--- config.mk ---
export PLATFORM = sky130hd
export DESIGN_NAME = measurement_command_sequencer
export DESIGN_NICKNAME = d
export VERILOG_FILES = /design/src/logic/seq_pkg.sv /design/src/logic/measurement_command_sequencer.sv
export VERILOG_INCLUDE_DIRS = /design/src /design/src/logic
export SDC_FILE = /design/constraint.sdc
export NUM_CORES = 1
export LEC_CHECK = 0
export ABC_CLOCK_PERIOD_IN_PS = 6190
export BUFFER_PORTS_ARGS = -buffer_cell sky130_fd_sc_hd__buf_2
export CORE_UTILIZATION = 61
export DETAILED_ROUTE_END_ITERATION = 6
export PLACE_DENSITY_LB_ADDON = 0.08
export SLEW_MARGIN = 20
export SYNTH_ARGS = -nofsm -noshare
export SYNTH_HDL_FRONTEND = slang
export SYNTH_SLANG_ARGS = --single-unit
export TNS_END_PERCENT = 10
--- constraint.sdc ---
create_clock -name sys_clk -period 6.19 [get_ports sys_clk]
set_clock_uncertainty 0.05 [all_clocks]
set_input_delay 0.619 -clock sys_clk [delete_from_list [all_inputs] [get_ports sys_clk]]
set_output_delay 0.619 -clock sys_clk [all_outputs]
set_load 0.01 [all_outputs]
--- src/logic/seq_map.svh ---
// Constants of the measurement command sequencer: offsets, codes, fields, defaults.
// Assumes a single 250 MHz clock domain and a plain strobe register port.
//
// How it works
// - Operation-complete command sets the status bit once earlier work is done.
// - Operation-complete query places ASCII 1 in the output word after earlier work.
// - While measuring, ordinary commands are held; reset, preset, clears, triggers, abort act.
// - On return to idle, held commands run in arrival order, completion ones included.
// - Initiate leaves idle and starts the programmed measurements.
// - Three setup slots, 0 to 2: save stores the setup, recall restores it.
// - A saved image holds every control that reset touches: the whole setup word.
// - A recall of a damaged slot reloads that slot, and the setup, with preset defaults.
// - Reset restores defaults, flushes held commands, drops owed completion answers.
// - Trigger acts as group execute trigger, only with the arm source on bus.
// - Self-test query returns ROM checksum result: 0 for pass, 1 for fail.
// - Wait-to-continue does nothing, as no command overlaps a later one.
// - Configure runs at once when idle, otherwise waits for idle.
// - Configure: function, immediate sources, counts one, delay zero, idle, math off.
// - Fetch returns the latest reading without measuring or touching the setup.
// - Read is initiate then fetch, waiting for idle first.
// - Query answers leave only while the device is addressed to talk.
// - Measure is configure then read; no function named keeps the present one.
`ifndef SEQ_MAP_SVH
`define SEQ_MAP_SVH

// Register byte offsets
`define A_CMD        8'h00
`define A_STATUS     8'h04
`define A_OUTQ       8'h08
`define A_SETUP      8'h0c

// Command word fields
`define CMD_CODE_HI  4
`define CMD_CODE_LO  0
`define CMD_ARG_HI   11
`define CMD_ARG_LO   8

// Status word fields, then the setup word's top bit
`define ST_IDLE_B    0
`define ST_OPC_B     1
`define ST_OUTV_B    2
`define ST_OVF_B     3
`define ST_ERR_B     4
`define ST_CNT_HI    11
`define ST_CNT_LO    8
`define SETUP_HI     30

// Command codes
`define C_OPC        5'h01
`define C_OPCQ       5'h02
`define C_INIT       5'h03
`define C_SAV        5'h04
`define C_RCL        5'h05
`define C_RST        5'h06
`define C_TRG        5'h07
`define C_TST        5'h08
`define C_WAI        5'h09
`define C_CONF       5'h0a
`define C_FETCH      5'h0b
`define C_READ       5'h0c
`define C_MEAS       5'h0d
`define C_ABORT      5'h0e
`define C_PRESET     5'h0f
`define C_DCL        5'h10

// Held command store, setup slots and the no-function argument
`define QDEPTH       8
`define QFULL        4'h8
`define SLOTS        3
`define SLOT_MAX     4'h2
`define ARG_NOFUNC   4'hf

// Setup values and answers
`define RST_SETUP    31'h0008_0801
`define PRESET_SETUP 31'h0008_0801
`define CONF_BASE    29'h0008_0801
`define SRC_BUS      1'b1
`define ASCII_0      32'h0000_0030
`define ASCII_1      32'h0000_0031

`endif

--- src/logic/seq_pkg.sv ---
// Types of the measurement command sequencer.
// Assumes seq_map.svh is on the include path.
`include "seq_map.svh"

package seq_pkg;

  typedef enum logic {PH_IDLE, PH_RUN} phase_t;

  typedef struct packed {
    logic [4:0] code;
    logic [3:0] arg;
  } cmd_t;

  typedef struct packed {
    logic [1:0] func;
    logic       arm_src;
    logic       trig_src;
    logic [7:0] arm_cnt;
    logic [7:0] trig_cnt;
    logic [7:0] delay;
    logic       math;
    logic       buf_en;
    logic       azero;
  } setup_t;

  typedef struct packed {
    phase_t                  ph;
    cmd_t   [`QDEPTH-1:0]    q;
    logic   [3:0]            cnt;
    setup_t                  setup;
    setup_t [`SLOTS-1:0]     slot;
    logic   [`SLOTS-1:0]     par;
    logic   [31:0]           latest;
    logic   [31:0]           outq;
    logic                    outv;
    logic                    opc;
    logic                    fetch_owed;
    logic                    ovf;
    logic                    err;
    logic                    start;
    logic                    trig;
    logic                    abort;
    logic   [31:0]           rdata;
  } st_t;

endpackage

--- src/logic/measurement_command_sequencer.sv ---
// Command sequencer: holds, releases and executes instrument commands.
// Assumes commands arrive as register writes and the engine reports meas_done.
`timescale 1ns/1ps
`include "seq_map.svh"

module measurement_command_sequencer (
  input  wire logic                 sys_clk,
  input  wire logic                 rst_b,
  input  wire logic [7:0]           addr,
  input  wire logic [31:0]          wdata,
  input  wire logic                 wr,
  input  wire logic                 rd,
  output logic      [31:0]          rdata,
  input  wire logic [31:0]          reading_in,
  input  wire logic                 reading_valid,
  input  wire logic                 meas_done,
  input  wire logic                 rom_sum_ok,
  input  wire logic                 talk_addr,
  output logic                      meas_start,
  output logic                      bus_trig,
  output logic                      meas_abort,
  output seq_pkg::setup_t           setup_out
);

  seq_pkg::st_t st_r;
  seq_pkg::st_t st_nxt;
  seq_pkg::cmd_t new_cmd;
  logic          cmd_wr;

  ////////////////////////////////////////////////////////////////////////////
  // Command classes

  // Commands that act even inside the trigger model
  function automatic logic urgent(input logic [4:0] code);
    urgent = (code == `C_RST) || (code == `C_PRESET) || (code == `C_DCL) ||
             (code == `C_TRG) || (code == `C_ABORT);
  endfunction

  // Configure body, shared by configure and measure
  function automatic seq_pkg::st_t do_conf(input seq_pkg::st_t s_in,
                                           input logic [3:0] arg);
    seq_pkg::st_t s;
    s = s_in;
    if (arg != `ARG_NOFUNC) begin
      s.setup.func = arg[1:0];
    end
    // Sources immediate, counts one, delay zero, math and buffer off, autozero on
    s.setup[`SETUP_HI-2:0] = `CONF_BASE;
    if (s_in.setup.buf_en) begin
      s.abort = 1'b1;
    end
    s.ph = seq_pkg::PH_IDLE;
    do_conf = s;
  endfunction

  ////////////////////////////////////////////////////////////////////////////
  // Execution of one command

  function automatic seq_pkg::st_t exec(input seq_pkg::st_t s_in,
                                        input seq_pkg::cmd_t c,
                                        input logic rom_ok);
    seq_pkg::st_t s;
    logic [1:0]   k;
    s = s_in;
    k = c.arg[1:0];
    case (c.code)
      `C_OPC: begin
        s.opc = 1'b1;
      end
      `C_OPCQ: begin
        s.outq = `ASCII_1;
        s.outv = 1'b1;
      end
      `C_INIT: begin
        if (s.ph == seq_pkg::PH_IDLE) begin
          s.ph    = seq_pkg::PH_RUN;
          s.start = 1'b1;
        end
      end
      `C_SAV: begin
        if (c.arg <= `SLOT_MAX) begin
          s.slot[k] = s.setup;
          s.par[k]  = ^s.setup;
        end else begin
          s.err = 1'b1;
        end
      end
      `C_RCL: begin
        if (c.arg > `SLOT_MAX) begin
          s.err = 1'b1;
        end else if (^s.slot[k] != s.par[k]) begin
          // Damaged image: slot and setup fall back to preset
          s.slot[k] = `PRESET_SETUP;
          s.par[k]  = ^`PRESET_SETUP;
          s.setup   = `PRESET_SETUP;
          s.err     = 1'b1;
        end else begin
          s.setup = s.slot[k];
        end
      end
      `C_RST: begin
        s.setup      = `RST_SETUP;
        s.cnt        = 4'h0;
        s.fetch_owed = 1'b0;
        if (s.ph == seq_pkg::PH_RUN) begin
          s.abort = 1'b1;
        end
        s.ph = seq_pkg::PH_IDLE;
      end
      `C_PRESET: begin
        s.setup = `PRESET_SETUP;
      end
      `C_TRG: begin
        if (s.setup.arm_src == `SRC_BUS && s.ph == seq_pkg::PH_RUN) begin
          s.trig = 1'b1;
        end
      end
      `C_TST: begin
        s.outq = rom_ok ? `ASCII_0 : `ASCII_1;
        s.outv = 1'b1;
      end
      `C_WAI: begin
        s.err = s_in.err;
      end
      `C_CONF: begin
        s = do_conf(s, c.arg);
      end
      `C_FETCH: begin
        s.outq = s.latest;
        s.outv = 1'b1;
      end
      `C_READ: begin
        s.ph         = seq_pkg::PH_RUN;
        s.start      = 1'b1;
        s.fetch_owed = 1'b1;
      end
      `C_MEAS: begin
        s            = do_conf(s, c.arg);
        s.ph         = seq_pkg::PH_RUN;
        s.start      = 1'b1;
        s.fetch_owed = 1'b1;
      end
      `C_ABORT: begin
        if (s.ph == seq_pkg::PH_RUN) begin
          s.abort = 1'b1;
        end
        s.ph         = seq_pkg::PH_IDLE;
        s.fetch_owed = 1'b0;
      end
      `C_DCL: begin
        s.cnt  = 4'h0;
        s.outv = 1'b0;
      end
      default: begin
        s.err = 1'b1;
      end
    endcase
    exec = s;
  endfunction

  ////////////////////////////////////////////////////////////////////////////
  // Next state

  assign new_cmd.code = wdata[`CMD_CODE_HI:`CMD_CODE_LO];
  assign new_cmd.arg  = wdata[`CMD_ARG_HI:`CMD_ARG_LO];
  assign cmd_wr       = wr && (addr == `A_CMD);

  // Bus, completion, release of held commands, then the new command
  always_comb begin
    st_nxt       = st_r;
    st_nxt.start = 1'b0;
    st_nxt.trig  = 1'b0;
    st_nxt.abort = 1'b0;
    st_nxt.rdata = 32'h0000_0000;

    // Register writes other than commands
    if (wr && addr == `A_STATUS) begin
      if (wdata[`ST_OPC_B]) begin
        st_nxt.opc = 1'b0;
      end
      if (wdata[`ST_OVF_B]) begin
        st_nxt.ovf = 1'b0;
      end
      if (wdata[`ST_ERR_B]) begin
        st_nxt.err = 1'b0;
      end
    end
    if (wr && addr == `A_SETUP) begin
      st_nxt.setup = wdata[`SETUP_HI:0];
    end

    // Register reads; answers leave only while addressed to talk
    if (rd) begin
      case (addr)
        `A_STATUS: begin
          st_nxt.rdata[`ST_IDLE_B]            = (st_r.ph == seq_pkg::PH_IDLE);
          st_nxt.rdata[`ST_OPC_B]             = st_r.opc;
          st_nxt.rdata[`ST_OUTV_B]            = st_r.outv;
          st_nxt.rdata[`ST_OVF_B]             = st_r.ovf;
          st_nxt.rdata[`ST_ERR_B]             = st_r.err;
          st_nxt.rdata[`ST_CNT_HI:`ST_CNT_LO] = st_r.cnt;
        end
        `A_OUTQ: begin
          if (talk_addr) begin
            st_nxt.rdata = st_r.outq;
            st_nxt.outv  = 1'b0;
          end
        end
        `A_SETUP: begin
          st_nxt.rdata[`SETUP_HI:0] = st_r.setup;
        end
        default: begin
          st_nxt.rdata = 32'h0000_0000;
        end
      endcase
    end

    // Newest reading from the engine
    if (reading_valid) begin
      st_nxt.latest = reading_in;
    end

    // End of the programmed measurements
    if (st_r.ph == seq_pkg::PH_RUN && meas_done) begin
      st_nxt.ph = seq_pkg::PH_IDLE;
      if (st_r.fetch_owed) begin
        st_nxt.outq       = reading_valid ? reading_in : st_r.latest;
        st_nxt.outv       = 1'b1;
        st_nxt.fetch_owed = 1'b0;
      end
    end

    // One held command per cycle while idle, oldest first
    if (st_r.ph == seq_pkg::PH_IDLE && st_r.cnt != 4'h0) begin
      for (int i = 0; i < `QDEPTH - 1; i++) begin
        st_nxt.q[i] = st_r.q[i+1];
      end
      st_nxt.cnt = st_r.cnt - 4'h1;
      st_nxt     = exec(st_nxt, st_r.q[0], rom_sum_ok);
    end

    // New command: urgent ones act now, others wait their turn
    if (cmd_wr) begin
      if (urgent(new_cmd.code)) begin
        st_nxt = exec(st_nxt, new_cmd, rom_sum_ok);
      end else if (st_r.ph == seq_pkg::PH_IDLE && st_r.cnt == 4'h0) begin
        st_nxt = exec(st_nxt, new_cmd, rom_sum_ok);
      end else if (st_nxt.cnt < `QFULL) begin
        st_nxt.q[st_nxt.cnt[2:0]] = new_cmd;
        st_nxt.cnt                = st_nxt.cnt + 4'h1;
      end else begin
        st_nxt.ovf = 1'b1;
      end
    end
  end

  ////////////////////////////////////////////////////////////////////////////
  // State register

  // Slots start with preset defaults
  always_ff @(posedge sys_clk or negedge rst_b) begin
    if (!rst_b) begin
      st_r            <= '0;
      st_r.ph         <= seq_pkg::PH_IDLE;
      st_r.setup      <= `RST_SETUP;
      st_r.slot       <= {`SLOTS{`PRESET_SETUP}};
      st_r.par        <= {`SLOTS{^`PRESET_SETUP}};
    end else begin
      st_r <= st_nxt;
    end
  end

  // Outputs straight from the state flops
  assign rdata      = st_r.rdata;
  assign meas_start = st_r.start;
  assign bus_trig   = st_r.trig;
  assign meas_abort = st_r.abort;
  assign setup_out  = st_r.setup;

  ////////////////////////////////////////////////////////////////////////////
  // Checks

  logic quiet_idle;
  assign quiet_idle = (st_r.ph == seq_pkg::PH_IDLE) && (st_r.cnt == 4'h0);

  opc_bit_a: assert property (@(posedge sys_clk) disable iff (!rst_b)
    cmd_wr && new_cmd.code == `C_OPC && quiet_idle |=> st_r.opc)
    else $error("operation-complete bit not set");

  opc_answer_a: assert property (@(posedge sys_clk) disable iff (!rst_b)
    cmd_wr && new_cmd.code == `C_OPCQ && quiet_idle |=> st_r.outv && st_r.outq == `ASCII_1)
    else $error("operation-complete answer missing");

  hold_run_a: assert property (@(posedge sys_clk) disable iff (!rst_b)
    cmd_wr && new_cmd.code == `C_CONF && st_r.ph == seq_pkg::PH_RUN && st_r.cnt < `QFULL
    |=> st_r.cnt == $past(st_r.cnt) + 4'h1 && st_r.start == 1'b0)
    else $error("command ran while measuring");

  release_a: assert property (@(posedge sys_clk) disable iff (!rst_b)
    st_r.ph == seq_pkg::PH_IDLE && st_r.cnt != 4'h0 && !wr |=> st_r.cnt == $past(st_r.cnt) - 4'h1)
    else $error("held command not released");

  init_start_a: assert property (@(posedge sys_clk) disable iff (!rst_b)
    cmd_wr && new_cmd.code == `C_INIT && quiet_idle |=> st_r.ph == seq_pkg::PH_RUN && meas_start
    ##1 !meas_start)
    else $error("initiate did not start");

  rst_flush_a: assert property (@(posedge sys_clk) disable iff (!rst_b)
    cmd_wr && new_cmd.code == `C_RST
    |=> st_r.cnt == 4'h0 && st_r.setup == `RST_SETUP && !st_r.fetch_owed)
    else $error("reset left work pending");

  bus_trig_a: assert property (@(posedge sys_clk) disable iff (!rst_b)
    cmd_wr && new_cmd.code == `C_TRG && st_r.ph == seq_pkg::PH_RUN && !meas_done
    |=> bus_trig == $past(st_r.setup.arm_src == `SRC_BUS))
    else $error("bus trigger wrong");

  self_test_a: assert property (@(posedge sys_clk) disable iff (!rst_b)
    cmd_wr && new_cmd.code == `C_TST && quiet_idle
    |=> st_r.outq == ($past(rom_sum_ok) ? `ASCII_0 : `ASCII_1))
    else $error("self-test answer wrong");

  conf_setup_a: assert property (@(posedge sys_clk) disable iff (!rst_b)
    cmd_wr && new_cmd.code == `C_CONF && quiet_idle && !(wr && addr == `A_SETUP)
    |=> st_r.setup[`SETUP_HI-2:0] == `CONF_BASE && st_r.ph == seq_pkg::PH_IDLE)
    else $error("configure setup wrong");

  talk_gate_a: assert property (@(posedge sys_clk) disable iff (!rst_b)
    rd && addr == `A_OUTQ && !talk_addr && quiet_idle
    |=> rdata == 32'h0000_0000 && $stable(st_r.outq) && $stable(st_r.outv))
    else $error("answer sent while not talker");

  abort_idle_a: assert property (@(posedge sys_clk) disable iff (!rst_b)
    cmd_wr && new_cmd.code == `C_ABORT && st_r.ph == seq_pkg::PH_RUN && !meas_done
    |=> st_r.ph == seq_pkg::PH_IDLE && meas_abort)
    else $error("abort did not return to idle");

  // Query answers and one-shot commands
  fetch_latest_a: assert property (@(posedge sys_clk) disable iff (!rst_b)
    cmd_wr && new_cmd.code == `C_FETCH && quiet_idle && !reading_valid
    |=> st_r.outv && st_r.outq == $past(st_r.latest)
        && st_r.setup == $past(st_r.setup) && !meas_start)
    else $error("fetch answer wrong");

  read_start_a: assert property (@(posedge sys_clk) disable iff (!rst_b)
    cmd_wr && new_cmd.code == `C_READ && quiet_idle
    |=> meas_start && st_r.ph == seq_pkg::PH_RUN && st_r.fetch_owed)
    else $error("read did not start");

  read_answer_a: assert property (@(posedge sys_clk) disable iff (!rst_b)
    st_r.ph == seq_pkg::PH_RUN && meas_done && reading_valid && st_r.fetch_owed && !cmd_wr
    |=> st_r.outv && st_r.outq == $past(reading_in) && st_r.ph == seq_pkg::PH_IDLE)
    else $error("read answer wrong");

  meas_conf_a: assert property (@(posedge sys_clk) disable iff (!rst_b)
    cmd_wr && new_cmd.code == `C_MEAS && new_cmd.arg == `ARG_NOFUNC && quiet_idle
    |=> st_r.setup.func == $past(st_r.setup.func)
        && st_r.setup[`SETUP_HI-2:0] == `CONF_BASE && meas_start && st_r.fetch_owed)
    else $error("measure setup wrong");

  // Setup slots
  save_slot_a: assert property (@(posedge sys_clk) disable iff (!rst_b)
    cmd_wr && new_cmd.code == `C_SAV && new_cmd.arg == 4'h0 && quiet_idle
    |=> st_r.slot[0] == $past(st_r.setup) && st_r.par[0] == ^st_r.slot[0])
    else $error("setup not saved");

  setup_recall_a: assert property (@(posedge sys_clk) disable iff (!rst_b)
    cmd_wr && new_cmd.code == `C_RCL && new_cmd.arg == 4'h0 && quiet_idle
    && ^st_r.slot[0] == st_r.par[0]
    |=> st_r.setup == $past(st_r.slot[0]))
    else $error("setup not recalled");

  // Clears and no-ops
  clear_flush_a: assert property (@(posedge sys_clk) disable iff (!rst_b)
    cmd_wr && new_cmd.code == `C_DCL
    |=> st_r.cnt == 4'h0 && !st_r.outv)
    else $error("clear left work held");

  wait_noop_a: assert property (@(posedge sys_clk) disable iff (!rst_b)
    cmd_wr && new_cmd.code == `C_WAI && quiet_idle
    |=> st_r.setup == $past(st_r.setup) && st_r.outv == $past(st_r.outv)
        && st_r.err == $past(st_r.err) && !meas_start && quiet_idle)
    else $error("wait command had an effect");

endmodule

=== Word level (Yosys, flattened, before mapping) ===
Index checks and enable logic that the tools add are counted.

* Bits in registers: 308
* Output and inout port bits: 66
* Word-level logic and storage cells: 270
* Bits of input ports: 80

* $lt $le $gt $ge: 11
* Multiplexer cells: 103
* Reductions and logical operators: 40
* Bitwise operators: 9
* Add/sub/neg operators: 2
* Equality and inequality tests: 39

{| class="wikitable"
|+ Operator list
! kind !! number
|-
| 308-bit two-way mux || 3
|-
| 96-bit two-way mux || 4
|-
| 96-bit case mux with 2 select lines || 2
|-
| 127-bit two-way mux || 2
|-
| 31-bit two-way mux || 7
|-
| 194-bit two-way mux || 1
|-
| 32-bit case mux with 3 select lines || 2
|-
| 93-bit bitwise mux || 2
|-
| 31-bit case mux with 3 select lines || 2
|-
| 84-bit AND || 2
|-
| 84-bit inverter || 2
|-
| 76-bit two-way mux || 2
|-
| 31-bit binary-select mux with 2-bit select || 2
|-
| 31-bit demux with 2-bit select || 2
|-
| 31-bit XOR reduction || 4
|-
| 32-bit two-way mux || 3
|-
| 5-bit by 4-bit equality test with 1-bit output (second input constant) || 16
|-
| 72-bit bitwise mux || 1
|-
| 33-bit two-way mux || 2
|-
| 5-bit by 3-bit equality test with 1-bit output (second input constant) || 8
|-
| 19-bit case mux with 2 select lines || 1
|-
| 1-bit two-way mux || 36
|-
| 36-bit two-way mux || 1
|-
| 14-bit OR reduction || 2
|-
| 38 further kinds || 95
|}

=== Depth between registers and ports, before layout ===
* Word-level depth: 20
* Depth in mapped cells: 24
* Mapped depth without buffers: 19

=== Worst setup path after synthesis ===
No wires, ideal clock.

* Path kind: input -> register
* Start: in addr[5]
* End: reg st_r (netlist bit setup_out[11])
* Arrival time: 4984 ps
* Path slack: 1073 ps
* Cell stages on the path: 18
* Cells stage by stage: or4_1 nor3_2 nand4_1 buf_2 buf_2 buf_2 buf_2 mux2i_1 o21ai_0 a21oi_1 o21ai_0 nor3_1 a211o_1 xnor2_1 xnor3_1 xor3_2 or3_4 o32a_1

{| class="wikitable"
|+ RTL lines
! item !! line !! text
|-
| start: declaration || measurement_command_sequencer.sv:9 || <nowiki>input wire logic [7:0] addr,</nowiki>
|-
| end signal: assignment || measurement_command_sequencer.sv:269 || <nowiki>st_r <= st_nxt;</nowiki>
|-
| end: declaration || measurement_command_sequencer.sv:25 || <nowiki>seq_pkg::st_t st_r;</nowiki>
|}

==> results.json <==
{
  "worst-r2r-setup-slack_ns": 0.06,
  "die_height_um": 176.7,
  "post-synth-top-area-fraction_pct": 39.39,
  "synth.yosys.seq_area_share_pct": 41.50,
  "placeableCoreArea_um2": 29800,
  "yosys_most_used_dff": "sky130_fd_sc_hd__dfrtp_1",
  "worst_path_most_repeated_cell": "sky130_fd_sc_hd__xnor2_1",
  "number_of_synthesized_flops_with_an_enable_pin": 0,
  "postRouteWirelength_mm": 64.64,
  "placementRows": 63,
  "post-route-drc-count": 0,
  "timing.hold.worst.class": "in2async",
  "synthMostInstantiatedCell": "sky130_fd_sc_hd__dfrtp_1",
  "via_count_of_the_first_global_routing_pass": 16456,
  "drtAntennaViolNets": 0,
  "final.setup.tns_ns": 0,
  "buffer_ports.inserted": 144,
  "groute.usage.overall_pct": 41.28,
  "final_critical_delay_including_setup_and_external_delays_ns": 6.131,
  "setup-violations-final": 0,
  "crit_path_end_kind": "flip-flop",
  "r2r-end": "st_r[141]",
  "synth-async-reset-ratio_pct": 100.0,
  "grt_antenna_before_repair": 2,
  "synthTopCellsByCount": "sky130_fd_sc_hd__dfrtp_1, sky130_fd_sc_hd__nor2_1, sky130_fd_sc_hd__a21oi_1, sky130_fd_sc_hd__mux2i_1, sky130_fd_sc_hd__nand2_1",
  "vias": 16965,
  "cp-endpoint": "st_r[141]",
  "worst_ep_required_time_ns": 6.48,
  "seq_cell_area_um2": 7729,
  "crit_buf_inv": 4,
  "fin_total_pwr_w": 0.009630,
  "leakage_nw": 9.370,
  "avgViaCountPerCell": 6.703,
  "synth.net_count": 2119,
  "syn_area_per_cell_um2": 9.143,
  "setup_repair_after_global_routing_missed_its_margin": "false",
  "fmax_ghz": 0.1631,
  "tritoncts_num_sinks": 308,
  "synth_cells": 2036,
  "post_route_clock_period_utilization_pct": 99.05,
  "chipWidth_um": 176.7,
  "power-per-cell-area_nw_per_um2": 462.2,
  "finalHoldViolations": 0,
  "worstReg2RegStart": "st_r[235]",
  "post_route_cells_drive_above_1_share_pct": 18.18,
  "slowest_stage_cell_on_the_critical_path": "sky130_fd_sc_hd__xnor3_1",
  "critPathMaxStageDelay_ns": 0.49,
  "worst-r2r-cell-count": 21,
  "die_area_um2": 31220,
  "h-tree-depth": 2,
  "gp_congestion": 0.9840,
  "cts.reportedPaths.clkPinSlew_ns": 0.06,
  "drt_iter0_markers": 2451,
  "cap_violations": 0,
  "drtPass1Iterations": 6,
  "critPathLaunchType": "flip-flop",
  "cts-root-to-sink-buffers": 3,
  "cts_tree": "yes",
  "worst_pin_slew_ns": 0.9948,
  "synthToLayoutAreaGrowth_pct": 11.94,
  "cp_cell_sequence": "buf_4 -> mux2i_1 -> o2bb2ai_2 -> xor2_1 -> xnor2_1 -> xnor2_1 -> xnor2_1 -> xnor2_2 -> buf_4 -> a21oi_4 -> buf_4 -> o31ai_1 -> o211ai_1 -> xnor2_1 -> xnor3_1 -> xnor2_1 -> xnor2_2 -> xnor3_1 -> a21oi_2 -> buf_4 -> o22ai_1",
  "final_core_utilization_pct": 69.93,
  "netlist_top_cells_area": "sky130_fd_sc_hd__dfrtp_1, sky130_fd_sc_hd__mux2i_1, sky130_fd_sc_hd__a21oi_1",
  "final-max-slew-violation-count": 0,
  "wl_per_cell_um": 25.54,
  "worst_setup_path_startpoint": "st_r[235]",
  "synth-seq-cells": 308,
  "fin_nets": 2199,
  "numCtsBuffers": 36,
  "initial_core_util_pct": 62.48,
  "multiInputGateArea_um2": 9661,
  "timing.critical_path.arrival_ns": 6.42,
  "synth-warning-count": 0,
  "crit_family": "XOR/XNOR gates",
  "dp.final_hpwl_mm": 43.96,
  "clock_latency_ns": 0.52,
  "critical_path_depth": 21,
  "fillCellCount": 2415,
  "timing_worst_setup_path_type": "reg2reg",
  "synth.distinct_cells": 87,
  "floorplan.io_pins": 146,
  "run_status": "completed",
  "grt_start_max_net_pins": 120,
  "max-slew-margin-rel_pct": 33.07,
  "grt_first_pass_wirelength_mm": 97.20,
  "worst_ir_drop_vdd_mv": 0.7890,
  "netlist.top_cell.by_area": "sky130_fd_sc_hd__dfrtp_1",
  "globalRoute.totalOverflow": 0,
  "netlist_area_um2": 18620,
  "crit_fanout": 15,
  "cts_root_buffer": "sky130_fd_sc_hd__clkbuf_16"
}
## worst register-to-register path: cells and delay by family (launching register included)
kind / cells / cell delay (ns)
AOI/OAI and AO/OA: 6 / 1.52
xor gates and xnor gates: 10 / 2.60
buffers and inverters: 4 / 1.15
DFF: 1 / 0.48
muxes: 1 / 0.15
## metal layers
layer  up-vias  track usage [%]  part of all wire (%)
met4         0            19.94                   5.1
met3       258            10.89                    13
met5         -            1.442                     0
met1      8121            57.24                    39
met2      1224            59.77                    42
li1       7362                -                     -
## power by group
group	switching [W]	leakage [nW]	internal, W	total [W]
clock network	0.000868	0.581	0.00129	0.00216
registers	0.000287	4.07	0.00231	0.00260
logic	0.00295	4.72	0.00192	0.00487
## kinds of logic (layout without fill, tap and decap cells)
family          Yosys count  count (layout)  synth area share (%)
compound gates          629             629                 22.38
xor+xnor                144             144                 7.272
fa+ha+maj                 3               3                0.2017
buf+inv                 245             349                 6.849
flops                   308             308                 41.50
mux                     172             172                 9.296
other cells               0               1                     0
simple gates            535             535                 12.50
## stage by stage
stage	cells	instance area [µm²]	hold WS [ns]	setup WS, ns
finish	2531	20840	0.06888	0.05852
global route	2530	20840	0.1449	0.02504
CTS	2528	20800	0.1525	0.1771
detailed placement	2466	19610	0.4100	0.2028
global placement	2466	19610	0.4050	0.2655
floorplan	2036	18620	0.2734	1.073
## final cells by class
cell class	instances	area share (%)
repair buffers	240	7.626
clock buffers	46	4.894
diodes	1	0.01201
multi-input cells	1483	46.36
clock inverters	16	0.8286
flip-flops and latches	308	37.09
inverters	47	0.8466
well taps	390	2.342
## worst min path at each step
stage | slack [ns] | end
after floorplan | 0.27 | bus_trig
after global placement | 0.41 | st_r[95]
after detailed placement | 0.41 | st_r[94]
after CTS | 0.15 | st_r[80]
after global routing | 0.14 | st_r[81]
final | 0.07 | st_r[81]
## flip-flops by register name (all words and copies together) (netlist names)
name / count
rdata: 32
meas_start: 1
setup_out: 31
bus_trig: 1
meas_abort: 1
st_r: 242
## timing repair
action | CTS | global route
hold buffers | 0 | 0
resized for setup | 0 | 3
endpoints found under the setup margin | 0 | 38
buffers inserted | 0 | 2
## cells in the final DEF, fill, tap and decap left out, drive strengths merged, types with 7 or more instances in the layout
cell type and instances:
a211oi 13, a21oi 222, a22o 22, a31oi 15, and2 14, buf 240, clkbuf 46, clkinv 11
dfrtp 293, dfstp 15, inv 45, mux2 7, mux2i 165, nand2 153, nand2b 11, nand3 17
nor2 264, nor2b 7, nor3 28, o211ai 14, o21a 8, o21ai 102, o221ai 7, o22a 10
o22ai 115, o2bb2ai 46, o31ai 7, or3 7, xnor2 116, xor2 22
Power figures use the tool's default switching activity.
